`src/hdl/gpio_pkg.sv`:
```
// Purpose: constants shared by the general purpose port bank
// Assumes: one 50 MHz clock, synchronous active high reset
// Notes:   register indices sit on a 3-bit plain register port
// Summary of operation
// - eight pins, one control bit each
// - direction one turns the driver off
// - direction zero drives the latch bit
// - level read gives pins, write hits latch
// - bit set/clear writes are read-modify-write
// - latch keeps last latch, level or bit set/clear write
// - direction gates drivers of analog pins too
// - analog pins read zero, also in RMW
// - analog select never changes output drive
// - analog select resets to analog mode
// - open-drain only sinks, else push-pull
// - serial bus ownership forces open-drain
// - output source defaults to the latch
// - analog output forces driver high-impedance
package gpio_pkg;

  localparam int unsigned PIN_COUNT = 8;
  localparam int unsigned ADDR_W    = 3;

  // register indices on the plain port
  localparam logic [2:0] LEVEL_IDX  = 3'h0;
  localparam logic [2:0] LATCH_IDX  = 3'h1;
  localparam logic [2:0] DIR_IDX    = 3'h2;
  localparam logic [2:0] ANSEL_IDX  = 3'h3;
  localparam logic [2:0] ODSEL_IDX  = 3'h4;
  localparam logic [2:0] BSET_IDX   = 3'h5;
  localparam logic [2:0] BCLR_IDX   = 3'h6;

  // values after reset
  localparam logic [7:0] DIR_RST    = 8'hFF;
  localparam logic [7:0] LATCH_RST  = 8'h00;
  localparam logic [7:0] ANSEL_RST  = 8'hFF;
  localparam logic [7:0] ODSEL_RST  = 8'h00;
  localparam logic [7:0] ZERO_BYTE  = 8'h00;

  // latency from control change to pin outputs, in cycles
  localparam int unsigned DRIVE_LAT = 1;

  // what the read/write strobe pair is doing this cycle
  typedef enum logic [1:0] {
    ACC_IDLE,
    ACC_READ,
    ACC_WRITE
  } access_type;

endpackage

```
`src/hdl/pin_input_stage.sv`:
```
// Purpose: samples the pins and hides analog ones from digital reads
// Assumes: pin inputs are synchronous to clk
// Notes:   masking is after the sample, so it reacts at once
`timescale 1ns/1ps
`default_nettype none
module pin_input_stage
  import gpio_pkg::*;
(
  // clock and control
  input  wire logic       clk,
  input  wire logic       rst,
  input  wire logic       ce,
  // pins and analog select
  input  wire logic [7:0] pin_in,
  input  wire logic [7:0] analog_sel,
  // sampled and masked levels
  output logic      [7:0] raw_level,
  output logic      [7:0] digital_level
);

  logic [7:0] sample_ff;
  logic [7:0] nxt_sample;

  assign nxt_sample = pin_in;

  // one sample per enabled cycle
  always_ff @(posedge clk) begin
    if (rst) begin
      sample_ff <= ZERO_BYTE;
    end else if (ce) begin
      sample_ff <= nxt_sample;
    end
  end

  // analog pins read as zero for every digital consumer
  assign raw_level     = sample_ff;
  assign digital_level = sample_ff & ~analog_sel;

endmodule
`default_nettype wire

```
`src/hdl/pin_drive_cell.sv`:
```
// Purpose: output driver control for one pin
// Assumes: open-drain pads are modelled as oe with a zero level
// Notes:   outputs are registered, one cycle after the controls
`timescale 1ns/1ps
`default_nettype none
module pin_drive_cell (
  // clock and control
  input  wire logic clk,
  input  wire logic rst,
  input  wire logic ce,
  // per pin settings
  input  wire logic dir_in,
  input  wire logic latch_bit,
  input  wire logic od_sel,
  // other sources on the pin
  input  wire logic twi_own,
  input  wire logic twi_data,
  input  wire logic route_sel,
  input  wire logic route_data,
  input  wire logic aout_en,
  // pad side
  output logic      pad_out,
  output logic      pad_oe
);

  logic src_bit;
  logic od_mode;
  logic drive_en;
  logic nxt_out;
  logic nxt_oe;
  logic out_ff;
  logic oe_ff;

  // source priority: serial bus, routed peripheral, then latch
  assign src_bit  = twi_own ? twi_data :
                    (route_sel ? route_data : latch_bit);
  // serial bus ownership ignores the open-drain select bit
  assign od_mode  = od_sel | twi_own;
  // analog output wins; direction gates even analog pins
  assign drive_en = ~dir_in & ~aout_en;
  // open-drain only pulls low; push-pull drives both levels
  assign nxt_oe   = drive_en & (~od_mode | ~src_bit);
  assign nxt_out  = od_mode ? 1'b0 : src_bit;

  always_ff @(posedge clk) begin
    if (rst) begin
      out_ff <= 1'b0;
      oe_ff  <= 1'b0;
    end else if (ce) begin
      out_ff <= nxt_out;
      oe_ff  <= nxt_oe;
    end
  end

  assign pad_out = out_ff;
  assign pad_oe  = oe_ff;

endmodule
`default_nettype wire

```
`src/hdl/general_io_port_bank.sv`:
```
// Purpose: eight pin general purpose port with register access
// Assumes: plain register port, read data the cycle after a read
// Notes:   pin levels and drive are one cycle behind the registers
//
// Our own choices: the address-and-strobe port and the address map.
`timescale 1ns/1ps
`default_nettype none
module general_io_port_bank
  import gpio_pkg::*;
(
  // clock, reset, enable
  input  wire logic       clk,
  input  wire logic       rst,
  input  wire logic       ce,
  // register port
  input  wire logic [2:0] reg_addr,
  input  wire logic [7:0] reg_wdata,
  input  wire logic       reg_wr,
  input  wire logic       reg_rd,
  output logic      [7:0] reg_rdata,
  // pads
  input  wire logic [7:0] pin_in,
  output logic      [7:0] pin_out,
  output logic      [7:0] pin_oe,
  // serial bus ownership of pins
  input  wire logic [7:0] twi_own,
  input  wire logic [7:0] twi_data,
  // peripheral routing from pin select logic
  input  wire logic [7:0] route_sel,
  input  wire logic [7:0] route_data,
  // analog outputs enabled on pins
  input  wire logic [7:0] aout_en,
  // levels for on-chip digital inputs
  output logic      [7:0] digital_in
);

  // control registers
  logic [7:0] direction_bits_ff;
  logic [7:0] drive_value_hold_ff;
  logic [7:0] analog_select_bits_ff;
  logic [7:0] open_drain_select_bits_ff;
  logic [7:0] rdata_ff;
  logic [7:0] nxt_direction;
  logic [7:0] nxt_latch;
  logic [7:0] nxt_analog;
  logic [7:0] nxt_open_drain;
  logic [7:0] nxt_rdata;

  // sampled pins
  logic [7:0] raw_level;
  logic [7:0] pin_level_reg;

  // address decode
  access_type access;
  logic       hit_level;
  logic       hit_latch;
  logic       hit_dir;
  logic       hit_ansel;
  logic       hit_odsel;
  logic       hit_bset;
  logic       hit_bclr;
  logic       wr_level;
  logic       wr_latch;
  logic       wr_bset;
  logic       wr_bclr;
  logic [7:0] read_mux;
  logic [7:0] rmw_value;

  // input sampling and analog masking
  pin_input_stage u_input (
    .clk           (clk),
    .rst           (rst),
    .ce            (ce),
    .pin_in        (pin_in),
    .analog_sel    (analog_select_bits_ff),
    .raw_level     (raw_level),
    .digital_level (pin_level_reg)
  );

  assign digital_in = pin_level_reg;

  // classify the strobes; the master never raises both
  assign access = reg_wr ? ACC_WRITE : (reg_rd ? ACC_READ : ACC_IDLE);

  // address decode as named wires
  assign hit_level = (reg_addr == LEVEL_IDX);
  assign hit_latch = (reg_addr == LATCH_IDX);
  assign hit_dir   = (reg_addr == DIR_IDX);
  assign hit_ansel = (reg_addr == ANSEL_IDX);
  assign hit_odsel = (reg_addr == ODSEL_IDX);
  assign hit_bset  = (reg_addr == BSET_IDX);
  assign hit_bclr  = (reg_addr == BCLR_IDX);
  assign wr_level  = (access == ACC_WRITE) && hit_level;
  assign wr_latch  = (access == ACC_WRITE) && hit_latch;
  assign wr_bset   = (access == ACC_WRITE) && hit_bset;
  assign wr_bclr   = (access == ACC_WRITE) && hit_bclr;

  // bit set/clear read the masked pins, so an analog pin or a pin
  // pulled away from its latch can lose its latch value; intended
  always_comb begin
    rmw_value = pin_level_reg;
    if (wr_bset) begin
      rmw_value = pin_level_reg | reg_wdata;
    end else if (wr_bclr) begin
      rmw_value = pin_level_reg & ~reg_wdata;
    end
  end

  // next latch: last latch or level write, or an rmw result
  always_comb begin
    nxt_latch = drive_value_hold_ff;
    if (wr_level || wr_latch) begin
      nxt_latch = reg_wdata;
    end else if (wr_bset || wr_bclr) begin
      nxt_latch = rmw_value;
    end
  end

  // plain configuration writes
  assign nxt_direction  = ((access == ACC_WRITE) && hit_dir) ?
                          reg_wdata : direction_bits_ff;
  assign nxt_analog     = ((access == ACC_WRITE) && hit_ansel) ?
                          reg_wdata : analog_select_bits_ff;
  assign nxt_open_drain = ((access == ACC_WRITE) && hit_odsel) ?
                          reg_wdata : open_drain_select_bits_ff;

  // read selection; set/clear and unmapped slots read zero
  always_comb begin
    case (reg_addr)
      LEVEL_IDX: read_mux = pin_level_reg;
      LATCH_IDX: read_mux = drive_value_hold_ff;
      DIR_IDX:   read_mux = direction_bits_ff;
      ANSEL_IDX: read_mux = analog_select_bits_ff;
      ODSEL_IDX: read_mux = open_drain_select_bits_ff;
      default:   read_mux = ZERO_BYTE;
    endcase
  end

  // data stands only in the cycle after the read strobe
  assign nxt_rdata = (access == ACC_READ) ? read_mux : ZERO_BYTE;

  // control registers; all frozen while ce is low
  always_ff @(posedge clk) begin
    if (rst) begin
      direction_bits_ff         <= DIR_RST;
      drive_value_hold_ff       <= LATCH_RST;
      analog_select_bits_ff     <= ANSEL_RST;
      open_drain_select_bits_ff <= ODSEL_RST;
    end else if (ce) begin
      direction_bits_ff         <= nxt_direction;
      drive_value_hold_ff       <= nxt_latch;
      analog_select_bits_ff     <= nxt_analog;
      open_drain_select_bits_ff <= nxt_open_drain;
    end
  end

  // read data register
  always_ff @(posedge clk) begin
    if (rst) begin
      rdata_ff <= ZERO_BYTE;
    end else if (ce) begin
      rdata_ff <= nxt_rdata;
    end
  end

  assign reg_rdata = rdata_ff;

  // one driver cell per pin; analog select is not an input here
  genvar gi;
  generate
    for (gi = 0; gi < PIN_COUNT; gi++) begin : g_pin
      pin_drive_cell u_cell (
        .clk        (clk),
        .rst        (rst),
        .ce         (ce),
        .dir_in     (direction_bits_ff[gi]),
        .latch_bit  (drive_value_hold_ff[gi]),
        .od_sel     (open_drain_select_bits_ff[gi]),
        .twi_own    (twi_own[gi]),
        .twi_data   (twi_data[gi]),
        .route_sel  (route_sel[gi]),
        .route_data (route_data[gi]),
        .aout_en    (aout_en[gi]),
        .pad_out    (pin_out[gi]),
        .pad_oe     (pin_oe[gi])
      );
    end
  endgenerate
endmodule
`default_nettype wire

```
`config.mk`:
```
export PLATFORM = sky130hd
export DESIGN_NAME = general_io_port_bank
export DESIGN_NICKNAME = d
export VERILOG_FILES = /design/src/hdl/gpio_pkg.sv /design/src/hdl/pin_input_stage.sv /design/src/hdl/pin_drive_cell.sv /design/src/hdl/general_io_port_bank.sv
export SDC_FILE = /design/constraint.sdc
export NUM_CORES = 1
export LEC_CHECK = 0
export CORE_ASPECT_RATIO = 1.4
export CORE_UTILIZATION = 50
export DETAILED_ROUTE_END_ITERATION = 10
export DONT_BUFFER_PORTS = 1
export PLACE_DENSITY = 0.7
export SLEW_MARGIN = 25
export SYNTH_ARGS = -nofsm -noshare
export SYNTH_HDL_FRONTEND = slang
export SYNTH_HIERARCHICAL = 1
export SYNTH_SLANG_ARGS = --single-unit
```
`constraint.sdc`:
```
create_clock -name clk -period 4.3 [get_ports clk]
set_input_delay 0.645 -clock clk [delete_from_list [all_inputs] [get_ports clk]]
set_output_delay 0.645 -clock clk [all_outputs]
set_load 0.01 [all_outputs]
```
Word level (Yosys, flattened, before mapping)
Cells that the tools add are included.
{ "totals": {"romBits": 0, "latch_bits": 0, "inputBits": 64, "reg_bits": 64, "memories": 0, "output_inout_bits": 32, "mem_bits_rw": 0} }
{ "op_classes": {"reduce_logical": 15, "addsub": 0, "bitwise": 69, "muxes": 32, "n_div": 0, "n_eq_ne": 8, "shifts": 0, "multipliers": 0, "order_cmp": 0} }
{ "op_table": {"columns": ["operator", "n"], "rows": [
  ["2-to-1 mux 8 bit", 5],
  ["case mux 8 bit (5 select lines)", 1],
  ["NOT 1 bit", 32],
  ["2-to-1 mux 1 bit", 25],
  ["AND 1 bit", 16],
  ["AND 8 bit", 2],
  ["NOT 8 bit", 2],
  ["bitwise OR 1 bit", 16],
  ["== test 3 bit, second input constant", 3],
  ["bitwise OR 8 bit", 1],
  ["AND reduction 2 bit", 4],
  ["logical AND 1 bit", 7],
  ["== test 3 x 2 -> 1 bit, second input constant", 2],
  ["== test 3 x 1 -> 1 bit, second input constant", 1],
  ["logical NOT 3 bit", 1],
  ["== test 2 x 1 -> 1 bit, second input constant", 1],
  ["== test 2 bit, second input constant", 1],
  ["logical OR 1 bit", 2],
  ["2-to-1 mux 2 bit", 1],
  ["nonzero test 2 bit", 1]
]} }

Longest topological paths before layout
Gate-level depths: netlist of run 1.
{ "depth": {"word_depth": 8, "mapped_depth": 7, "ltp_nobuf": 5} }

Hierarchy
Netlist of run 1, hierarchy kept.
{ "by_module_without_submodules": {"columns": ["mod", "n_inst", "area_each_um2", "cells_per_inst", "seq_area_each_um2"], "rows": [
  ["general_io_port_bank", 1, 2155.8, 231, 800.8],
  ["pin_drive_cell", 8, 108.9, 12, 40.0],
  ["pin_input_stage", 1, 335.3, 34, 160.2]
]} }

Least setup slack after synthesis of run 1
OpenSTA, ideal clock, no wires.
{ "synth_path": {"path_type": "input -> register", "from": "input port ce", "to": "register analog_select_bits_ff[0]", "path_stages": 6, "t_arrival_ns": 1.830, "slack_ns": 2.350, "t_required_ns": 4.180, "path_cell_list": "buf_2 > nand2_4 > or4_1 > buf_2 > buf_6 > a211o_1"} }
{ "synth_between": {"elab_chain_cells": 1} }
{ "synth_lines": {"columns": ["element", "line", "rtl"], "rows": [
  ["start: declaration", "general_io_port_bank.sv:14", "input wire logic ce,"],
  ["AND reduction 2 bit (no source line)", null, null],
  ["end signal: assignment", "general_io_port_bank.sv:152", "analog_select_bits_ff <= nxt_analog;"],
  ["end: declaration", "general_io_port_bank.sv:40", "logic [7:0] analog_select_bits_ff;"]
]} }
Every way passes these cells.
A chain may end at the register's enable or synchronous reset.

Worst setup path after layout of run 1
{ "layout_path": {"from": "input port reg_addr[0]", "to": "register drive_value_hold_ff[7]"} }
{ "layout_between": {"elab_chain_cells": 6, "elab_cells_between_ends": 16, "cone_classes": "eq/ne: 3; mux: 4; reduce/logical: 9"} }
{ "layout_lines": {"columns": ["element", "line", "rtl"], "rows": [
  ["start: declaration", "general_io_port_bank.sv:16", "input wire logic [2:0] reg_addr,"],
  ["== test 3 bit", "general_io_port_bank.sv:92", "assign hit_bclr = (reg_addr == BCLR_IDX);"],
  ["logical AND 1 bit", "general_io_port_bank.sv:96", "assign wr_bclr = (access == ACC_WRITE) && hit_bclr;"],
  ["2-to-1 mux 8 bit", "general_io_port_bank.sv:104", "end else if (wr_bclr) begin"],
  ["2-to-1 mux 8 bit", "general_io_port_bank.sv:102", "if (wr_bset) begin"],
  ["2-to-1 mux 8 bit", "general_io_port_bank.sv:114", "end else if (wr_bset || wr_bclr) begin"],
  ["2-to-1 mux 8 bit", "general_io_port_bank.sv:112", "if (wr_level || wr_latch) begin"],
  ["end signal: assignment", "general_io_port_bank.sv:151", "drive_value_hold_ff <= nxt_latch;"],
  ["end: declaration", "general_io_port_bank.sv:39", "logic [7:0] drive_value_hold_ff;"]
]} }
Parallel ways exist; a longest one is shown, timed or not. The select of a mux whose other input is x is not followed.

==> results of run 1 <==
-- cell usage after synthesis (2+ instances only) --
library cell	instances
dfxtp_1	64
nor2_1	41
mux2i_1	29
nand2b_1	24
nor2b_1	18
a211o_1	16
a21oi_1	16
nand3_1	15
inv_1	12
nand3b_1	11
nand2_1	9
a32o_1	8
mux2_4	8
nor4b_1	8
o21ai_1	8
a21boi_1	7
a22oi_1	7
clkbuf_1	7
o32ai_2	7
o22ai_1	6
buf_2	5
and3b_1	4
buf_1	4
buf_4	3
and3_1	2
buf_6	2
inv_2	2
nor4_4	2
o32ai_1	2
-- layout make-up --
type                    instances  area [sq um]  area share, %
multi-input cells             262          1920           54.1
flip-flops and latches         64          1280           36.2
clock buffers                  13           159           4.49
well taps                      74          92.6           2.61
inverters                      14          52.6           1.48
clock inverters                 3          40.0           1.13
-- power by group --
group / total (mW) / switching (mW) / internal, mW
combinational: 0.0894 / 0.0388 / 0.0506
clock: 0.522 / 0.224 / 0.298
sequential: 0.617 / 0.0110 / 0.606
-- worst max-delay path by stage --
| stage | cells after the start | endpoint |
|---|---|---|
| after floorplan | 6 | analog_select_bits_ff[0]$_SDFFE_PP1P_ |
| after global placement | 4 | drive_value_hold_ff[2]$_SDFFE_PP0P_ |
| after detailed placement | 4 | drive_value_hold_ff[7]$_SDFFE_PP0P_ |
| after CTS | 1 | digital_in[5] |
| after global routing | 4 | drive_value_hold_ff[7]$_SDFFE_PP0P_ |
| final | 4 | drive_value_hold_ff[7]$_SDFFE_PP0P_ |
-- critical path, delay by kind of cell --
family	cells	cell delay (ns)
compound gates	1	0.32
xor+xnor	1	0.17
simple gates	2	0.92
-- registers in the layout, indices dropped and copies added, names as in the netlist --
signal                     flops
drive_value_hold_ff            8
g_pin.u_cell/pad_oe            8
open_drain_select_bits_ff      8
g_pin.u_cell/pad_out           8
direction_bits_ff              8
reg_rdata                      8
u_input/raw_level              8
analog_select_bits_ff          8
-- per-layer routing --
metal / vias up / global-route usage [%] / part of all wire [%]
met5: - / 0 / 0
met4: 0 / 10.9 / 2.6
met3: 18 / 6.54 / 5.9
met2: 81 / 35.1 / 47
met1: 1261 / 28.3 / 44
li1: 1293 / - / -
-- logic make-up (layout without fill, tap and decap cells) --
logic type,after synthesis,in the layout,synth area share [%]
xor+xnor,1,1,0.261
simple gates,141,141,24.5
flops,64,64,38.1
mux,38,38,12.9
buf+inv,35,30,4.88
compound gates,82,82,19.4
-- per-stage QoR --
stage	area, sq um	power (mW)	utilization, %
global placement	3340	0.717	51.2
detailed placement	3340	0.719	51.2
global route	3540	1.28	54.3
CTS	3540	1.24	54.3
finish	3540	1.23	54.3
floorplan	3360	0.725	-
==> metrics.txt, run 1 <==
worst skew pair latency=about 0.34 ns; Seq/Total Area, Yosys=around two fifths; PostCTS Resize Cnt=0; top_reg_cell synth=dfxtp_1; skew final=about 0.0064 ns; hold buffer count at CTS=0; Detailed Place HPWL=5380 um; R2R setup slack=roughly 2.9 ns; Worst Setup SP=reg_addr[0]; Ports=96; setup TNS=0 ns; H-tree Lvls=3; routed vias/inst=about 6; Fill cells=just over 600; Yosys reg bits=64; core region area=roughly 0.0065 sq mm; data required time of the worst path=about 4.6 ns; failing checks=design-rule violations; Avg WL per Cell=18.6 um; Port Buffer Count=0; maximum number of pins on one net before global-route repair=75; commonest non-fill, non-tap cell in the layout=dfxtp_1; Die Wd=71.3 um; crit path cell chain=and2b_1, xnor2_1, or3_1, o32ai_2; pwr dens=347 mW/mm^2; GRT overflow=0; Hold Path Origin=rst; crit path kind=in -> reg; fin crit share=42.1%; EDFF count, synth=0; Place WS=2.18 ns; root buffer cell=clkbuf_8; status=finished with violations; Post-CTS Setup Inserts=0; cell count of the worst hold path=1; Synth cell types=43; Rel. slew slack=37.2%; # rows=35; DRC Markers=4; hold crit path type=in -> reg; highest-delay cell along the critical path=or3_1; final wirelength=about 8000 um; Inst Count DP=a little over 400; cell count of the worst reg-to-reg path=4; Tmin final=roughly 1.8 ns; Synthesis Warnings=6; Peak VDD IR=0.000159 V; die span in y=slightly below 100 um; arrival time worst endpoint=2.06 ns; RSZ-0062 raised after global routing=false; post-route insts no fill=430; CP startpoint kind=input pin; via count of the first global-routing pass=between 2000 and 2500; GP Congestion=roughly 0.86; Worst-path clk slew=approximately 0.070 ns; cell count after synthesis=~360; crit-path max FO=13; critical path's largest stage delay=between 0.5 and 0.6 ns; 1st-pass router iterations=8; first-pass GRT wire length=12300 um; share of layout cells above drive strength 1=a little over 10%; Syn Area/Cell=a little over 9 sq um; mapped cell area=approximately 0.0034 sq mm; Worst Hold Path EP=g_pin[6].u_cell/pad_out$_SDFFE_PP0P_; TritonCTS clock tree=yes; Fmax achieved=approximately 0.55 GHz; DR vias=roughly 2700; cell taking the most area after synthesis=dfxtp_1; top post-synthesis cells by area=dfxtp_1 38%, mux2i_1 8.6%, nor2_1 4.6%; R2R Path End=reg_rdata[2]$_SDFFE_PP0P_; Mapped Nets=about 430; number of DRC markers in iteration 0=199; fin. max-slew vios=0; gr usage total=a little under a quarter; die area=a little over 0.007 sq mm; MaxCap Viol Count=0; count of final hold-check violations=0; initial antenna violation count=0; antenna diode count=0; Final nets=slightly above 400; CP Capture Type=register; starting density of the core=about half; most frequent cells in the layout=64 x dfxtp_1, 41 x nor2_1, 29 x mux2i_1, 24 x nand2b_1, 18 x nor2b_1; Max Buffers Root-to-Sink=2; Leak=1.27 nW; setup ws final=about 2.5 ns; final setup vio count=0; Num CTS Buffers=9; hold slack final=about 0.37 ns; Sinks on Clock Net=64; worst r2r src=u_input/raw_level[2]$_SDFFE_PP0P_; asr flop ratio synth=0%; Slew @ Worst Pin=about 0.94 ns; remaining antenna violation count after routing=0; post-synth top area share=around two fifths; area grow syn2layout=5.36%
(Power assumes the default switching activity.)
==> inputs of run 2 (changes only) <==
- ABC_AREA: unset -> 1
- clock period: 4.3 -> 1.8 ns (I/O delays scaled with it)
==> run 2 against run 1 <==
The flow now finishes without violations. Flip-flop and latch count is the same. Worst setup slack lost 2.0 ns. Critical endpoint is now digital_in[4]. Global-route usage grew 3.5 points. Cell count grew 40%. Combinational power grew to 3.3 times the previous value. Critical path depth shrank 2. Design area grew 5.6%. Via count grew 21%. Synthesized area grew 1.9%. Count of clock-buffer cells in the layout shrank 1.
==> metrics.txt, run 2 <==
Num CTS Buffers=9; setup TNS=0 ns; maximum number of pins on one net before global-route repair=48; Finished Core Util=56.6%; setup ws final=~0.46 ns; post-route insts no fill=just over 600; Worst-path clk slew=roughly 0.070 ns; share of layout cells above drive strength 1=around 14%; Detailed Place HPWL=6530 um; count of final hold-check violations=0; skew final=about 0.0092 ns; Fill cells=~640; final setup vio count=0; status=finished clean; fin crit share=between 70 and 80%; cell count after synthesis=around 500; Synth Area in Compound Gates=between 15 and 20%; DRC Markers=0; first-pass GRT wire length=between 10000 and 15000 um; Synth Area in Adders=0%; most frequent cells in the layout=100 x nand2_1, 64 x dfxtp_1, 59 x inv_1, 57 x nor2_1, 41 x nand3_1; PostCTS Resize Cnt=0; root buffer cell=clkbuf_8; hold crit path type=in -> reg; register area=between 0.001 and 0.0015 sq mm; Rel. slew slack=around two thirds; remaining antenna violation count after routing=0; area taken by multi-input logic gates=~0.0018 sq mm; # rows=35; via count of the first global-routing pass=3102; commonest non-fill, non-tap cell in the layout=nand2_1; cell with the most instances after synthesis=nand2_1; mux cell area share after synthesis=0%; Inst Count DP=~590; gr usage total=approximately a quarter; Peak VDD IR=approximately 0.00044 V; Synthesis Warnings=6; top post-synthesis cells by area=dfxtp_1 37%, nand2_1 11%, inv_1 6.5%; Yosys reg bits=64; Synth cell types=28; area grow syn2layout=9.16%; Sinks on Clock Net=64; Place WS=between 0.4 and 0.5 ns; crit-path max FO=3; Port Buffer Count=0; Max Buffers Root-to-Sink=2; cell count of the worst hold path=1; starting density of the core=51.8%; Synth top cells by count=100 x nand2_1, 64 x dfxtp_1, 59 x inv_1; pwr dens=between 800 and 900 mW/mm^2; worst skew pair latency=0.35 ns; MaxCap Viol Count=0; TritonCTS clock tree=yes; Synth Area in Simple Gates=roughly a third; Fmax achieved=between 0.7 and 0.8 GHz; mapped cell area=between 0.003 and 0.004 sq mm; asr flop ratio synth=0%; arrival time worst endpoint=1.07 ns; crit path kind=reg -> out; initial antenna violation count=0; die span in y=100 um; final wirelength=between 8000 and 9000 um; CP startpoint kind=register; Final nets=571; RSZ-0062 raised after global routing=false; cell count of the worst reg-to-reg path=6; GP Congestion=roughly 0.87; number of DRC markers in iteration 0=206; Ports=between 90 and 100; cell taking the most area after synthesis=dfxtp_1; DR vias=between 3000 and 4000; H-tree Lvls=3; die area=0.00719 sq mm; core region area=about 0.0066 sq mm; Leak=~1.7 nW; top_reg_cell synth=dfxtp_1; Syn Area/Cell=roughly 7 sq um; post-synth top area share=between 30% and 40%; Die Wd=roughly 72 um; Tmin final=between 1 and 1.5 ns; Pwr Total=roughly 3.2 mW; CP Capture Type=primary output; GRT overflow=0; Slew @ Worst Pin=0.523 ns; fin. max-slew vios=0; Seq/Total Area, Yosys=between 30 and 40%; data required time of the worst path=1.53 ns; antenna diode count=0; routed vias/inst=approximately 5.3; 1st-pass router iterations=4; EDFF count, synth=0; Avg WL per Cell=between 10 and 15 um; Post-Synth XOR/XNOR Area=0%; Mapped Nets=567; largest family of logic cells by synthesized area=simple AND/OR/NAND/NOR gates
[run 2: cell types whose count changed after synthesis, moves of 11 or more]
cell,delta
nor2b_1,-18
nand3_1,+26
a21oi_1,+16
mux2i_1,-29
nor2_1,+16
nand3b_1,-11
a211o_1,-16
nand2b_1,-24
o21ai_0,+28
o211ai_1,+16
nand2_1,+91
nor2_2,+13
inv_1,+47
[run 2: per-stage QoR]
step	area [sq um]	hold slack, ns
global placement	3490	0.344
floorplan	3430	0.354
detailed placement	3490	0.348
global route	3740	0.000249
finish	3740	0.00549
CTS	3730	0.00121
[run 2: critical path, cell delays in order (launching register included)]
cell     delay (ns)
dfxtp_1        0.35
inv_1          0.05
nor2_1         0.32
[run 2: routing by layer]
layer  wire length (um)  global-route usage [%]
met4                227                    12.8
met5                  0                       0
met3                626                    5.32
met1               3790                    31.1
met2               4280                    44.1
[run 2: logic make-up after synthesis]
family | count (synthesis)
flip-flops | 64
AND/OR/NAND/NOR | 244
buffers and inverters | 90
AO/OA/AOI/OAI | 105
[run 2: timing repair]
action | CTS | global route
endpoints found under the hold margin | 14 | 2
hold buffers | 2 | 1
setup buffers | 0 | 0
[run 2: final timing paths]
path / startpoint / endpoint / slack [ns]
min: ce / g_pin[3].u_cell/pad_oe$_SDFFE_PP0P_ / 0.005
max: u_input/raw_level[4]$_SDFFE_PP0P_ / digital_in[4] / 0.46
max reg2reg: u_input/raw_level[2]$_SDFFE_PP0P_ / reg_rdata[2]$_SDFFE_PP0P_ / 0.59
min reg2reg: u_input/raw_level[1]$_SDFFE_PP0P_ / u_input/raw_level[1]$_SDFFE_PP0P_ / 0.47
[run 2: area by class of cell]
class,count,area share [%]
repair buffers,8,1.81
multi-input cells,349,47.3
clock inverters,4,2.07
inverters,75,7.63
flip-flops and latches,64,34.2
well taps,92,3.08
clock buffers,12,3.88
[run 2: power by group]
part	total (mW)	internal [mW]	switching, mW
logic	0.292	0.112	0.180
registers	1.52	1.47	0.0526
clock network	1.40	0.824	0.576
==> inputs of run 3 (changes only) <==
- clock period: 1.8 -> 1.35 ns (I/O delays scaled with it)
==> run 3 against run 2 <==
Design area grew 6.6%. Utilization grew 3.7 points. Global-route usage grew 0.97 points. Flip-flop and latch count is the same. Cell count grew 3.6%.
==> metrics.txt, run 3 (synthesis gave the netlist of run 2 again) <==
Detailed Place HPWL=around 6400 um; pwr dens=1090 mW/mm^2; die area=about 0.0072 sq mm; Slew @ Worst Pin=a little under 0.5 ns; maximum number of pins on one net before global-route repair=33; share of layout cells above drive strength 1=17.4%; H-tree Lvls=3; Fill cells=around 630; setup TNS=0 ns; Final nets=about 600; remaining antenna violation count after routing=0; GRT overflow=0; gr usage total=a little over a quarter; fin crit share=between 90% and 100%; Tmin final=roughly 1.3 ns; cell count of the worst reg-to-reg path=6; die span in y=~100 um; crit-path max FO=3; hold slack final=about 0.018 ns; Post-CTS Setup Inserts=0; initial antenna violation count=0; R2R Path End=reg_rdata[2]$_SDFFE_PP0P_; worst skew pair latency=around 0.35 ns; root buffer cell=clkbuf_8; commonest non-fill, non-tap cell in the layout=nand2_1; Leak=around 1.8 nW; final wirelength=9150 um; count of final hold-check violations=0; first-pass GRT wire length=~15000 um; antenna diode count=0; Port Buffer Count=0; CP Capture Type=primary output; area grow syn2layout=16.3%; data required time of the worst path=around 1.2 ns; Max Buffers Root-to-Sink=2; Ports=between 90 and 100; DR vias=3297; TritonCTS clock tree=yes; CP startpoint kind=register; worst r2r src=u_input/raw_level[2]$_SDFFE_PP0P_; arrival time worst endpoint=roughly 1.1 ns; Avg WL per Cell=14.6 um; number of DRC markers in iteration 0=~170; Fmax achieved=between 0.7 and 0.8 GHz; Die Wd=slightly above 70 um; MaxCap Viol Count=0; routed vias/inst=roughly 5.3; status=finished clean; hold crit path type=in -> reg; final setup vio count=0; core region area=0.00661 sq mm; cell count of the worst hold path=3; # rows=35; R2R setup slack=approximately 0.3 ns; Sinks on Clock Net=64; fin. max-slew vios=0; Peak VDD IR=0.000904 V; crit path kind=reg -> out; Num CTS Buffers=9; via count of the first global-routing pass=3125; Worst Hold Path EP=g_pin[4].u_cell/pad_oe$_SDFFE_PP0P_; Rel. slew slack=67.3%; RSZ-0062 raised after global routing=false; most frequent cells in the layout=100 x nand2_1, 64 x dfxtp_1, 59 x inv_1, 52 x nor2_1, 41 x nand3_1; skew final=0.00817 ns; Hold Path Origin=aout_en[4]; GP Congestion=just over 0.9; starting density of the core=51.8%; 1st-pass router iterations=4; DRC Markers=0; Worst-path clk slew=0.08 ns
run 3: changes by cell type in the layout (fill, tap and decap cells not counted):
cell | previous run | this run
nor2_2 | 14 | 19
buf_12 | 0 | 3
dlygate4sd3_1 | 3 | 12
nor2_1 | 57 | 52
buf_4 | 5 | 15
clkbuf_1 | 2 | 0
clkinvlp_4 | 0 | 2
run 3: worst max-delay path, stage by stage (launching register included):
cell and delay (ns):
dfxtp_1 0.33, inv_1 0.04, nor2_1 0.20, buf_4 0.17
run 3: metrics by stage:
step	utilization (%)	power, mW	setup WS (ns)	instance area (sq um)	instances
2_1_floorplan	-	2.40	0.194	3430	503
3_3_place_gp	54.5	2.45	0.178	3600	597
3_5_place_dp	54.5	2.46	0.151	3600	597
4_1_cts	60.1	4.41	0.0116	3980	626
5_1_grt	60.3	4.57	0.00224	3990	626
6_report	60.3	4.36	0.0574	3990	626
run 3: worst max-delay path by stage:
stage,start,end,cells past startpoint
floorplan,reg_addr[1],open_drain_select_bits_ff[6]$_SDFFE_PP0P_,5
global placement,reg_addr[1],reg_rdata[5]$_SDFFE_PP0P_,6
detailed placement,reg_addr[1],reg_rdata[4]$_SDFFE_PP0P_,6
CTS,u_input/raw_level[1]$_SDFFE_PP0P_,digital_in[1],3
global route,u_input/raw_level[7]$_SDFFE_PP0P_,digital_in[7],3
finish,u_input/raw_level[2]$_SDFFE_PP0P_,digital_in[2],3
run 3: where the power goes:
part / internal [mW] / leakage (nW) / switching [mW]
logic: 0.187 / 1.18 / 0.266
registers: 1.96 / 0.523 / 0.0716
clock network: 1.09 / 0.109 / 0.779
run 3: metal layers:
layer	global-route usage [%]	vias up	share of wire (%)
met4	11.5	0	1.5
met1	31.6	1476	42
met3	6.53	12	7.3
met5	0	-	0
met2	46.7	125	49
li1	-	1684	-
run 3: layout make-up:
| type | instances | area (sq um) | area share, % |
|---|---|---|---|
| repair buffers | 30 | 293 | 7.34 |
| flip-flops and latches | 64 | 1280 | 32.1 |
| clock buffers | 10 | 138 | 3.45 |
| clock inverters | 6 | 92.6 | 2.32 |
| multi-input cells | 349 | 1780 | 44.7 |
| well taps | 92 | 115 | 2.89 |
| inverters | 75 | 285 | 7.16 |
run 3: timing repair:
| action | CTS | global route |
|---|---|---|
| hold buffers | 13 | 0 |
| setup endpoints to repair | 1 | 4 |
| hold endpoints to repair | 40 | 0 |
| resized for setup | 1 | 4 |
